**src/include/mac_unit_pkg.sv**
```systemverilog
// Package with the constants, encodings and carrier types of the multiply/accumulate unit.
package mac_unit_pkg;

  // ==========================================================================
  // Widths and field positions
  // ==========================================================================
  localparam int WORD_W       = 16;
  localparam int PROD_W       = 32;
  localparam int ACC_W        = 40;
  localparam int TOP_W        = 8;
  localparam int MID_LSB      = 16;
  localparam int TOP_LSB      = 32;
  localparam int OVF_BITS     = 9;
  localparam int BANK_BIT     = 0;
  localparam int INT_MODE_BIT = 4;
  localparam int MODE_W       = 16;

  // ==========================================================================
  // Reset values
  // ==========================================================================
  localparam logic [15:0] WORD_RESET = 16'h0000;
  localparam logic [7:0]  TOP_RESET  = 8'h00;

  // ==========================================================================
  // Encodings
  // ==========================================================================
  typedef enum logic [1:0] {OP_MUL, OP_MAC_ADD, OP_MAC_SUB, OP_CLEAR} mac_op_t;
  typedef enum logic [2:0] {
    XS_OPA, XS_OPB, XS_ALU, XS_ACC_LO, XS_ACC_MID, XS_ACC_TOP, XS_SHF_LO, XS_SHF_HI
  } x_sel_t;
  typedef enum logic [1:0] {YS_OPA, YS_OPB, YS_FEEDBACK} y_sel_t;
  // Register addresses seen by the data-memory bus.
  typedef enum logic [2:0] {
    RA_X_A, RA_X_B, RA_Y_A, RA_Y_B, RA_ACC_LO, RA_ACC_MID, RA_ACC_TOP, RA_NONE
  } reg_addr_t;

  // ==========================================================================
  // Carrier types
  // ==========================================================================
  typedef struct packed {
    logic    valid;
    mac_op_t op;
    x_sel_t  xSel;
    y_sel_t  ySel;
    logic    xSigned;
    logic    ySigned;
    logic    toFeedback;
  } mac_cmd_t;

  typedef struct packed {
    logic        wrEn;
    reg_addr_t   wrAddr;
    logic [15:0] wrData;
    reg_addr_t   rdAddr;
  } dm_access_t;

endpackage

```
**src/rtl/multiply_accumulate_unit.sv**
```systemverilog
// Multiply/accumulate datapath with banked operand, feedback and accumulator registers.
//
// Operation
// - Multiplier takes 16-bit X and Y operands, gives 32-bit product.
// - 40-bit adder adds, subtracts, or passes product into accumulator.
// - Accumulator is low word, middle word and top byte sections.
// - Overflow flag set when top nine accumulator bits differ.
// - X comes from X file, ALU result, accumulator sections or shifter results.
// - Y comes only from Y file registers or the feedback register.
// - X file read/written by data bus; dual-ported to multiplier and bus.
// - Y file data-bus RW, program-bus writable, dual-ported like X file.
// - Result goes to accumulator or feedback; feedback takes bits 16 to 31.
// - Accumulator sections load from data bus, drive data or result bus.
// - Reads see old value; writes visible from the next cycle.
// - Two register banks; mode bit 0 selects primary or alternate.
// - Operations are multiply, multiply-add, multiply-subtract, clear.
// - Fractional mode shifts product left one, zero LSB, sign-extended.
// - Integer mode passes the product unshifted.
// - Mode bit 4 high selects integer, low selects fractional.
// - Each instruction picks X and Y signedness independently.
// - Top byte sits on low bus bits, sign-extended to 16 on output.
// - Loading the middle word fills the top byte with its sign.
// - Loading the low word leaves other sections alone, no extension.
// - Overflow flag is updated on every unit operation.
`timescale 1ns/1ps

module multiply_accumulate_unit
  import mac_unit_pkg::*;
#(
  parameter int NUM_BANKS = 2
) (
  input  wire logic        ref_clk,
  input  wire logic        rst_n,
  input  wire logic [15:0] modeStatus,
  input  wire mac_cmd_t    cmd,
  input  wire logic [15:0] aluResult,
  input  wire logic [15:0] shifterResultLow,
  input  wire logic [15:0] shifterResultHigh,
  input  wire dm_access_t  dataMemAccess,
  input  wire logic        progBusWrEn,
  input  wire logic        progBusSelB,
  input  wire logic [15:0] progBusData,
  output logic      [15:0] dataBusOut,
  output logic      [15:0] resultBusOut,
  output logic             multiplyOverflowFlag,
  output logic             overflowValid
);

  // ==========================================================================
  // Elaboration checks
  // ==========================================================================
  if (NUM_BANKS != 2) begin : g_bad_banks
    $error("multiply_accumulate_unit supports exactly two register banks");
  end

  // ==========================================================================
  // Banked register storage
  // ==========================================================================
  logic [15:0] xOperand_reg [NUM_BANKS][2];
  logic [15:0] yOperand_reg [NUM_BANKS][2];
  logic [15:0] accLow_reg   [NUM_BANKS];
  logic [15:0] accMid_reg   [NUM_BANKS];
  logic [7:0]  accTop_reg   [NUM_BANKS];
  logic [15:0] feedback_reg [NUM_BANKS];

  logic        bank;
  logic [39:0] accNow;
  logic [15:0] accTopExt;
  logic [15:0] xOperand;
  logic [15:0] yOperand;
  logic [32:0] xExt;
  logic [32:0] yExt;
  logic [65:0] fullProd;
  logic [31:0] product;
  logic [39:0] prodAligned;
  logic [39:0] macResult;
  logic        ovf;

  // Active bank comes straight from the mode word.
  assign bank      = modeStatus[BANK_BIT];
  assign accNow    = {accTop_reg[bank], accMid_reg[bank], accLow_reg[bank]};
  assign accTopExt = {{(WORD_W - TOP_W){accTop_reg[bank][TOP_W-1]}}, accTop_reg[bank]};

  // ==========================================================================
  // Operand selection
  // ==========================================================================
  // Operands are read from register outputs, so they hold last cycle's values.
  always_comb begin
    unique case (cmd.xSel)
      XS_OPA:     xOperand = xOperand_reg[bank][0];
      XS_OPB:     xOperand = xOperand_reg[bank][1];
      XS_ALU:     xOperand = aluResult;
      XS_ACC_LO:  xOperand = accLow_reg[bank];
      XS_ACC_MID: xOperand = accMid_reg[bank];
      XS_ACC_TOP: xOperand = accTopExt;
      XS_SHF_LO:  xOperand = shifterResultLow;
      XS_SHF_HI:  xOperand = shifterResultHigh;
    endcase
  end

  // Y port has only the Y file and the feedback register as sources.
  always_comb begin
    unique case (cmd.ySel)
      YS_OPA:      yOperand = yOperand_reg[bank][0];
      YS_OPB:      yOperand = yOperand_reg[bank][1];
      YS_FEEDBACK: yOperand = feedback_reg[bank];
      default:     yOperand = yOperand_reg[bank][0];
    endcase
  end

  // ==========================================================================
  // Multiplier and adder/subtracter
  // ==========================================================================
  // Each operand is widened to 33 bits per its own signedness flag.
  assign xExt     = {{17{cmd.xSigned & xOperand[15]}}, xOperand};
  assign yExt     = {{17{cmd.ySigned & yOperand[15]}}, yOperand};
  assign fullProd = $signed(xExt) * $signed(yExt);
  assign product  = fullProd[PROD_W-1:0];

  // Product alignment: integer keeps bit 0 at bit 0, fractional shifts one left.
  always_comb begin
    if (modeStatus[INT_MODE_BIT]) begin
      prodAligned = {{(ACC_W - PROD_W){fullProd[PROD_W]}}, product};
    end else begin
      prodAligned = {{(ACC_W - PROD_W - 1){fullProd[PROD_W]}}, product, 1'b0};
    end
  end

  // Adder/subtracter chooses between pass, add, subtract and clear.
  always_comb begin
    unique case (cmd.op)
      OP_MUL:     macResult = prodAligned;
      OP_MAC_ADD: macResult = accNow + prodAligned;
      OP_MAC_SUB: macResult = accNow - prodAligned;
      OP_CLEAR:   macResult = '0;
    endcase
  end

  // Overflow when the top nine bits are not all ones or all zeros.
  assign ovf = ~((&macResult[ACC_W-1:ACC_W-OVF_BITS]) | ~(|macResult[ACC_W-1:ACC_W-OVF_BITS]));

  // ==========================================================================
  // Register updates, one process per register group
  // ==========================================================================
  // Operand files: data bus writes, program bus writes the Y file.
  always_ff @(posedge ref_clk) begin
    if (!rst_n) begin
      for (int b = 0; b < NUM_BANKS; b++) begin
        for (int i = 0; i < 2; i++) begin
          xOperand_reg[b][i] <= WORD_RESET;
          yOperand_reg[b][i] <= WORD_RESET;
        end
      end
    end else begin
      if (dataMemAccess.wrEn && dataMemAccess.wrAddr == RA_X_A) begin
        xOperand_reg[bank][0] <= dataMemAccess.wrData;
      end
      if (dataMemAccess.wrEn && dataMemAccess.wrAddr == RA_X_B) begin
        xOperand_reg[bank][1] <= dataMemAccess.wrData;
      end
      if (dataMemAccess.wrEn && dataMemAccess.wrAddr == RA_Y_A) begin
        yOperand_reg[bank][0] <= dataMemAccess.wrData;
      end else if (progBusWrEn && !progBusSelB) begin
        yOperand_reg[bank][0] <= progBusData;
      end
      if (dataMemAccess.wrEn && dataMemAccess.wrAddr == RA_Y_B) begin
        yOperand_reg[bank][1] <= dataMemAccess.wrData;
      end else if (progBusWrEn && progBusSelB) begin
        yOperand_reg[bank][1] <= progBusData;
      end
    end
  end

  // Accumulator: a bus load of a section takes priority over a result write.
  always_ff @(posedge ref_clk) begin
    if (!rst_n) begin
      for (int b = 0; b < NUM_BANKS; b++) begin
        accLow_reg[b] <= WORD_RESET;
        accMid_reg[b] <= WORD_RESET;
        accTop_reg[b] <= TOP_RESET;
      end
    end else if (dataMemAccess.wrEn && dataMemAccess.wrAddr == RA_ACC_LO) begin
      accLow_reg[bank] <= dataMemAccess.wrData;
    end else if (dataMemAccess.wrEn && dataMemAccess.wrAddr == RA_ACC_MID) begin
      accMid_reg[bank] <= dataMemAccess.wrData;
      accTop_reg[bank] <= {TOP_W{dataMemAccess.wrData[15]}};
    end else if (dataMemAccess.wrEn && dataMemAccess.wrAddr == RA_ACC_TOP) begin
      accTop_reg[bank] <= dataMemAccess.wrData[TOP_W-1:0];
    end else if (cmd.valid && !cmd.toFeedback) begin
      accLow_reg[bank] <= macResult[MID_LSB-1:0];
      accMid_reg[bank] <= macResult[TOP_LSB-1:MID_LSB];
      accTop_reg[bank] <= macResult[ACC_W-1:TOP_LSB];
    end
  end

  // Feedback register takes result bits 16 to 31.
  always_ff @(posedge ref_clk) begin
    if (!rst_n) begin
      for (int b = 0; b < NUM_BANKS; b++) begin
        feedback_reg[b] <= WORD_RESET;
      end
    end else if (cmd.valid && cmd.toFeedback) begin
      feedback_reg[bank] <= macResult[TOP_LSB-1:MID_LSB];
    end
  end

  // Overflow flag is refreshed on every executed operation.
  always_ff @(posedge ref_clk) begin
    if (!rst_n) begin
      multiplyOverflowFlag <= 1'b0;
      overflowValid        <= 1'b0;
    end else begin
      overflowValid <= cmd.valid;
      if (cmd.valid) begin
        multiplyOverflowFlag <= ovf;
      end
    end
  end

  // ==========================================================================
  // Bus read ports
  // ==========================================================================
  // Data bus read returns the pre-write value, registered for one cycle.
  always_ff @(posedge ref_clk) begin
    if (!rst_n) begin
      dataBusOut <= WORD_RESET;
    end else begin
      unique case (dataMemAccess.rdAddr)
        RA_X_A:     dataBusOut <= xOperand_reg[bank][0];
        RA_X_B:     dataBusOut <= xOperand_reg[bank][1];
        RA_Y_A:     dataBusOut <= yOperand_reg[bank][0];
        RA_Y_B:     dataBusOut <= yOperand_reg[bank][1];
        RA_ACC_LO:  dataBusOut <= accLow_reg[bank];
        RA_ACC_MID: dataBusOut <= accMid_reg[bank];
        RA_ACC_TOP: dataBusOut <= accTopExt;
        RA_NONE:    dataBusOut <= WORD_RESET;
      endcase
    end
  end

  // Result bus shows the selected accumulator section, top byte sign-extended.
  always_ff @(posedge ref_clk) begin
    if (!rst_n) begin
      resultBusOut <= WORD_RESET;
    end else begin
      unique case (cmd.xSel)
        XS_ACC_LO:  resultBusOut <= accLow_reg[bank];
        XS_ACC_TOP: resultBusOut <= accTopExt;
        default:    resultBusOut <= accMid_reg[bank];
      endcase
    end
  end

  // ==========================================================================
  // Assertions
  // ==========================================================================
  ovf_update_a: assert property (@(posedge ref_clk) disable iff (!rst_n)
    cmd.valid |=> multiplyOverflowFlag == $past(ovf))
    else $error("overflow flag not updated by operation");
  ovf_hold_a: assert property (@(posedge ref_clk) disable iff (!rst_n)
    !cmd.valid |=> $stable(multiplyOverflowFlag))
    else $error("overflow flag changed without an operation");
  mid_sign_a: assert property (@(posedge ref_clk) disable iff (!rst_n)
    dataMemAccess.wrEn && dataMemAccess.wrAddr == RA_ACC_MID
    |=> accTop_reg[$past(bank)] == {8{$past(dataMemAccess.wrData[15])}})
    else $error("top byte not sign filled on middle load");
  low_keep_a: assert property (@(posedge ref_clk) disable iff (!rst_n)
    dataMemAccess.wrEn && dataMemAccess.wrAddr == RA_ACC_LO
    |=> $stable(accMid_reg[bank]) && $stable(accTop_reg[bank]))
    else $error("low load disturbed upper sections");
  top_ext_a: assert property (@(posedge ref_clk) disable iff (!rst_n)
    dataMemAccess.rdAddr == RA_ACC_TOP
    |=> dataBusOut[15:8] == {8{dataBusOut[7]}})
    else $error("top byte not sign extended on bus");
  clear_acc_a: assert property (@(posedge ref_clk) disable iff (!rst_n)
    cmd.valid && cmd.op == OP_CLEAR && !cmd.toFeedback && !dataMemAccess.wrEn
    ##1 $stable(modeStatus[BANK_BIT]) |-> accNow == 40'h0)
    else $error("clear did not zero accumulator");
  frac_lsb_a: assert property (@(posedge ref_clk) disable iff (!rst_n)
    cmd.valid && cmd.op == OP_MUL && !modeStatus[INT_MODE_BIT] && !cmd.toFeedback
    && !dataMemAccess.wrEn |=> !accLow_reg[$past(bank)][0])
    else $error("fractional product lsb not zero");
  read_old_a: assert property (@(posedge ref_clk) disable iff (!rst_n)
    dataMemAccess.wrEn && dataMemAccess.wrAddr == RA_X_A && dataMemAccess.rdAddr == RA_X_A
    |=> dataBusOut == $past(xOperand_reg[bank][0]))
    else $error("same cycle read did not return old value");
  fb_write_a: assert property (@(posedge ref_clk) disable iff (!rst_n)
    cmd.valid && cmd.toFeedback |=> feedback_reg[$past(bank)] == $past(macResult[31:16]))
    else $error("feedback not loaded from result bits 16 to 31");
  // A result bound for the accumulator must be there one cycle after the operation.
  acc_result_a: assert property (@(posedge ref_clk) disable iff (!rst_n)
    cmd.valid && !cmd.toFeedback && !dataMemAccess.wrEn
    |=> {accTop_reg[$past(bank)], accMid_reg[$past(bank)], accLow_reg[$past(bank)]}
        == $past(macResult))
    else $error("operation result not in accumulator next cycle");

  mac_add_c: cover property (@(posedge ref_clk) cmd.valid && cmd.op == OP_MAC_ADD);
  mac_sub_c: cover property (@(posedge ref_clk) cmd.valid && cmd.op == OP_MAC_SUB && ovf);
  alt_bank_c: cover property (@(posedge ref_clk) cmd.valid && bank);
  fb_loop_c: cover property (@(posedge ref_clk)
    cmd.valid && cmd.toFeedback ##1 cmd.valid && cmd.ySel == YS_FEEDBACK);

endmodule // multiply_accumulate_unit

```
**config.mk**
```make
export PLATFORM = sky130hd
export DESIGN_NAME = multiply_accumulate_unit
export DESIGN_NICKNAME = d
export VERILOG_FILES = /design/src/include/mac_unit_pkg.sv /design/src/rtl/multiply_accumulate_unit.sv
export SDC_FILE = /design/constraint.sdc
export NUM_CORES = 2
export LEC_CHECK = 0
export ABC_CLOCK_PERIOD_IN_PS = 16000
export BUFFER_PORTS_ARGS = -buffer_cell sky130_fd_sc_hd__buf_4
export CAP_MARGIN = 20
export CORE_MARGIN = 2
export CORE_UTILIZATION = 37
export DETAILED_ROUTE_END_ITERATION = 8
export HOLD_SLACK_MARGIN = 0.06
export PLACE_DENSITY_LB_ADDON = 0.25
export SLEW_MARGIN = 10
export SYNTH_ARGS = -nofsm -noshare
export SYNTH_HDL_FRONTEND = slang
export SYNTH_SLANG_ARGS = --single-unit
```
**constraint.sdc**
```tcl
create_clock -name ref_clk -period 16 [get_ports ref_clk]
set_input_delay 0.8 -clock ref_clk [delete_from_list [all_inputs] [get_ports ref_clk]]
set_output_delay 0.8 -clock ref_clk [all_outputs]
set_load 0.01 [all_outputs]
```
# [Yosys cells after proc, flatten, opt, wreduce, memory -nomap -nowiden]
# Memories as Yosys holds them, arrays and structs flattened.
# Index checks and enable logic that the tools add are counted.
[op_classes] n_reduce_logical=25 mul=1 n_mux=72 n_addsub=2 bitwise=11 eq_ne=25
[ops] cell="$pmux 16 s8" count=2
[ops] cell="$pmux 40 s4" count=1
[ops] cell="$mux 16" count=7
[ops] cell="$mux 32" count=2
[ops] cell="$pmux 16 s2" count=2
[ops] cell="$reduce_or 32->1" count=2
[ops] cell="$mux 1" count=52
[ops] cell="$reduce_or 16->1" count=3
[ops] cell="$add 40x40->40" count=1
[ops] cell="$sub 40x40->40" count=1
[ops] cell="$eq 3x3->1 const B" count=11
[ops] cell="$mul 17x17->33" count=1
[ops] cell="$mux 33" count=1
[ops] cell="$mux 8" count=3
[ops] cell="$eq 3x2->1 const B" count=6
[ops] cell="$logic_and 1x1->1" count=11
[ops] cell="$eq 3x1->1 const B" count=3
[ops] cell="$logic_not 3->1" count=3
[ops] cell="$reduce_and 9->1" count=1
[ops] cell="$reduce_or 9->1" count=1
[ops] cell="$reduce_or 8->1" count=1
[ops] cell="$or 1x1->1" count=7
[ops] cell="$eq 2x2->1 const B" count=3
[ops] cell="$eq 2x1->1 const B" count=2
[ops] cell="5 further kinds" count=9
[totals] ramBits=240 inputBits=118 word_cells=146 memories=6 reg_bits=34 output_inout_bits=34
[memory_table] memory="xOperand_reg" words=2 width=32 read_ports=1 rd_clocked_by_memory_dff=0 wr=2 line="multiply_accumulate_unit.sv:59" source="logic [15:0] xOperand_reg [NUM_BANKS][2];"
[memory_table] memory="yOperand_reg" words=2 width=32 read_ports=1 rd_clocked_by_memory_dff=0 wr=2 line="multiply_accumulate_unit.sv:60" source="logic [15:0] yOperand_reg [NUM_BANKS][2];"
[memory_table] memory="accLow_reg" words=2 width=16 read_ports=1 rd_clocked_by_memory_dff=0 wr=2 line="multiply_accumulate_unit.sv:61" source="logic [15:0] accLow_reg [NUM_BANKS];"
[memory_table] memory="accMid_reg" words=2 width=16 read_ports=1 rd_clocked_by_memory_dff=0 wr=2 line="multiply_accumulate_unit.sv:62" source="logic [15:0] accMid_reg [NUM_BANKS];"
[memory_table] memory="feedback_reg" words=2 width=16 read_ports=1 rd_clocked_by_memory_dff=0 wr=2 line="multiply_accumulate_unit.sv:64" source="logic [15:0] feedback_reg [NUM_BANKS];"
[memory_table] memory="accTop_reg" words=2 width=8 read_ports=1 rd_clocked_by_memory_dff=0 wr=2 line="multiply_accumulate_unit.sv:63" source="logic [7:0] accTop_reg [NUM_BANKS];"

# [Depth between registers and ports, before layout]
[logic_depth] ltp_word=11 mapped_depth=50 depth_no_buf=44

# [Worst setup path after synthesis]
# No wires, ideal clock.
[synth_timing] path_type="input-to-reg" from="input modeStatus[0]" to="memory accTop_reg[0][7] (data pin)" setup_time_ns=0.261 required_ns=15.739 slack_ns=3.864 n_path_buf=6 stages=45 arrival_time_ns=11.876 cell_sequence="buf_6 > buf_6 > buf_6 > clkbuf_1 > clkbuf_1 > mux2i_1 > inv_1 > a221oi_1 > a21oi_1 > o31ai_1 > nor2_1 > fa_1 > inv_1 > fa_1 > fa_1 > fa_1 > inv_1 > fa_1 > (+9 left out) > nor2_1 > o21a_1 > nor4b_1 > and4_1 > and3_1 > a21oi_1 > xor2_1 > ha_1 > a21o_1 > a21o_1 > a21o_1 > a31o_2 > a221o_1 > a21oi_1 > o211ai_1 > or3_1 > and3_1 > o311a_1"
[synth_lines] element="start: declaration" line="multiply_accumulate_unit.sv:34" source="input wire logic [15:0] modeStatus,"
[synth_lines] element="end: declaration" line="multiply_accumulate_unit.sv:63"

# [Worst setup path after layout]
[layout_timing] from="input modeStatus[0]" to="register multiplyOverflowFlag"
[layout_via] elab_chain_len=11 elab_cells_between_ends=20 cone_classes="2 x add/sub; 1 x mul; 4 x mux; 5 x bitwise; 2 x reduce/logical; 6 x memory"
[layout_lines] element="$mem_v2 2x8 (tied with other cells)"
[layout_lines] element="$pmux 16 s8 or $pmux 16 s2 (tied branches)" line="multiply_accumulate_unit.sv:89, multiply_accumulate_unit.sv:103"
[layout_lines] element="$and 1x1->1, on equally long branches" line="multiply_accumulate_unit.sv:115, multiply_accumulate_unit.sv:116"
[layout_lines] element="$mul 17x17->33" line="multiply_accumulate_unit.sv:117" source="assign fullProd = $signed(xExt) * $signed(yExt);"
[layout_lines] element="$mux 33" line="multiply_accumulate_unit.sv:122" source="if (modeStatus[INT_MODE_BIT]) begin"
[layout_lines] element="$sub 40x40->40 or $add 40x40->40 (tied branches)" line="multiply_accumulate_unit.sv:134, multiply_accumulate_unit.sv:133"
[layout_lines] element="$pmux 40 s4 *" line="multiply_accumulate_unit.sv:131" source="unique case (cmd.op)"
[layout_lines] element="$reduce_or 9->1" line="multiply_accumulate_unit.sv:140" source="assign ovf = ~((&macResult[ACC_W-1:ACC_W-OVF_BITS]) | ~(|macResult[ACC_W-1:ACC_W-OVF_BITS]));"
[layout_lines] element="$not 1->1" line="multiply_accumulate_unit.sv:140"
[layout_lines] element="$or 1x1->1 *" line="multiply_accumulate_unit.sv:140"
[layout_lines] element="$not 1->1 *" line="multiply_accumulate_unit.sv:140"
[layout_lines] element="end signal: assignment" line="multiply_accumulate_unit.sv:215" source="multiplyOverflowFlag <= ovf;"
[layout_lines] element="end: declaration" line="multiply_accumulate_unit.sv:45" source="output logic multiplyOverflowFlag,"
# Mark *: on every way between the ends. The rest lies on a longest branch, timed or not.
# A chain may end at the register's enable or synchronous reset.

==> qor.csv <==
stage;metric;value;unit
setup_path;reg2reg_slack;3.40;ns
synthesis;ys_ff_latch;274;
detailed_routing;drtPass1Iterations;6;
layout;final_common_cell;nor2_1;
layout;n_fill_cell;7910;
timing;timing.slew.headroom;23.48;%
hold_path;min_to;yOperand_reg[1][2];
status;status;completed;
detailed_routing;wire_per_inst;24.60;µm
clock_network;postCtsSetupBuffers;0;
layout;final_cell_mix;nor2_1, inv_1, fa_1, edfxtp_1, nand2_1;
floorplanning;dieArea;0.08139;mm²
flow_run;cap_violations;0;
clock_network;cts.sinks;274;
setup_path;cp-start-kind;input pin;
timing;period_needed;13.09;ns
layout;nets;3719;
floorplanning;ios;152;
setup_path;reg2reg_depth;41;
synthesis;yosys-top-cells-area;edfxtp_1, fa_1, nor2_1;
layout;drive_gt1_share;11.76;%
grt;grtUsageTotal;25.62;%
placement;gp_congestion;0.9809;
grt;antenna_found_initial;8;
setup_path;slowest_stage;buf_4;
setup_path;rr_endpoint;multiplyOverflowFlag;
grt;grt_pass1_vias;23600;
timing;grt_setup_unrepaired;false;
floorplanning;die_h;285.3;µm
clock_network;cts_tree;done;
placement;io_buffer_count;137;
clock_network;cts.repair.resized;0;
clock_network;clock_latency;0.63;ns
layout;regArea;0.007888;mm²
setup_path;critPathTopFamily;compound AO/OA/AOI/OAI gates;
clock_network;clockBufferDepth;3;
clock_network;cts-root-buf;clkbuf_16;
setup_path;crit_fanout;42;
setup_path;cp-end-kind;flip-flop;
setup_path;critPathKind;input pin to flip-flop;
floorplanning;die_width;285.3;µm
synthesis;synth_top_cell_area_share;24.62;%
timing;hold_viol_final;0;
setup_path;r2r_start;accMid_reg[1][15];
hold_path;hold_class;input pin to flip-flop;
setup_path;worstPathArrival;13.56;ns
synthesis;postSynthCellCount;3136;
layout;stdcell_area;0.03236;mm²
setup_path;slowest_delay;0.69;ns
detailed_routing;drt-total-wl;104700;µm
grt;grt-ovfl-total;0;
floorplanning;core-area;0.07861;mm²
synthesis;async_reset_ff_share;0;%
setup_path;cp_num_buf_inv;7;
clock_network;htree_levels;1;
synthesis;yosys.area.top_type;edfxtp_1;
placement;detailed_place_hpwl;81490;µm
detailed_routing;num_vias;24100;
floorplanning;start_util;37.24;%
synthesis;avgSynthCellArea;9.336;µm²
clock_network;holdBufCountCts;0;
synthesis;synth_edf_count;240;
timing;clock.fmax;76.38;MHz
timing;tns;0;ns
detailed_routing;drc_errors;0;
setup_path;cp_common_cell;fa_1;
placement;dpl-instance-area;0.03141;mm²
grt;grt_pass1_wl;155500;µm
synthesis;ys_seq_area_share;26.94;%
floorplanning;rows;103;
synthesis;syn_nets;3673;
timing;report.final.slew_viol_count;0;
synthesis;syn_area;0.02928;mm²
hold_path;hold_depth;3;
synthesis;yosys_warnings;0;
layout;multi_input_comb_area;0.01933;mm²
setup_path;critPathLaunch;modeStatus[0];
timing;setup_viol;0;
timing;fin_skew;0.04074;ns
layout;antennaDiodeCount;0;
setup_path;required;16.47;ns
timing;worst_pin_slew;1.148;ns
clock_network;path_clk_slew;0.06;ns
detailed_routing;final_antenna_net_count;0;
hold_path;worstHoldStart;progBusData[2];
grt;grt_max_degree;69;
detailed_routing;drtIter0Drc;2564;
detailed_routing;via_per_inst;5.663;
layout;area_growth_syn_to_layout;10.52;%
synthesis;synth_flop_cell;edfxtp_1;
synthesis;synth.distinct_cells;90;
timing;min_period_over_period;81.82;%
clock_network;cts_buffers;29;
## through the flow
step,worst slack (ns),hold slack [ns],utilization [%],std cells
floorplan,3.864,0.5708,-,3136
finish,2.908,0.5557,41.16,4255
global route,2.253,0.5735,41.16,4255
CTS,3.221,0.5470,41.15,4254
global placement,2.632,0.6342,39.95,4199
detailed placement,2.655,0.6257,39.96,4200
## per-layer routing
| metal | global-route usage [%] | vias to the layer above | routed length, µm |
|---|---|---|---|
| met3 | 4.976 | 142 | 10190 |
| met2 | 39.65 | 1164 | 46320 |
| met4 | 6.571 | 0 | 3080 |
| li1 | - | 10810 | - |
| met5 | 0 | - | 0 |
| met1 | 36.73 | 11990 | 45080 |
## cell usage after synthesis, drive strengths merged (24+ instances only)
cell type / number
mux2: 54
inv: 391
fa: 291
a211oi: 37
and2: 79
xnor2: 52
a31oi: 39
o21ai: 108
mux2i: 127
xor2: 37
dfxtp: 34
ha: 128
nor2: 447
nand2b: 35
edfxtp: 240
nor3: 60
nand3: 33
a221oi: 24
o22ai: 31
clkbuf: 134
nand2: 217
a21o: 46
or2: 29
a21oi: 126
buf: 38
## cell families (layout without fill, tap and decap cells)
family	Yosys count	in the layout	share of synthesized area, %
compound gates	606	606	14.40
buf+inv	566	635	7.415
mux	200	200	7.893
xor+xnor	90	90	2.765
flops	274	274	26.94
fa+ha+maj	419	419	25.37
simple gates	981	981	15.21
## layout make-up
type	count	share of cell area [%]
clock inverter	13	0.4060
clock buffer	41	2.498
timing repair buffer	187	4.331
multi-input combinational	2296	59.76
inverter	394	4.571
sequential	274	24.38
tap	1050	4.060
## worst max-delay path by stage
| stage | to | slack (ns) | cells past startpoint |
|---|---|---|---|
| after floorplan | accTop_reg[0][7] | 3.86 | 45 |
| after global placement | multiplyOverflowFlag | 2.63 | 46 |
| after detailed placement | multiplyOverflowFlag | 2.65 | 46 |
| after CTS | multiplyOverflowFlag | 3.22 | 46 |
| after global routing | multiplyOverflowFlag | 2.25 | 46 |
| final | multiplyOverflowFlag | 2.91 | 46 |
## worst reg2reg max path: cells and delay by family (launching register included)
family | cells | cell delay, ns
compound gates | 16 | 4.41
simple gates | 9 | 2.24
mux | 1 | 0.72
xor+xnor | 2 | 0.51
fa+ha+maj | 8 | 3.75
flops | 1 | 0.36
buf+inv | 5 | 0.48
Power is left out: the tool's default activity adds up to more than one toggle a clock period on the data nets, which glitch-free logic cannot reach.
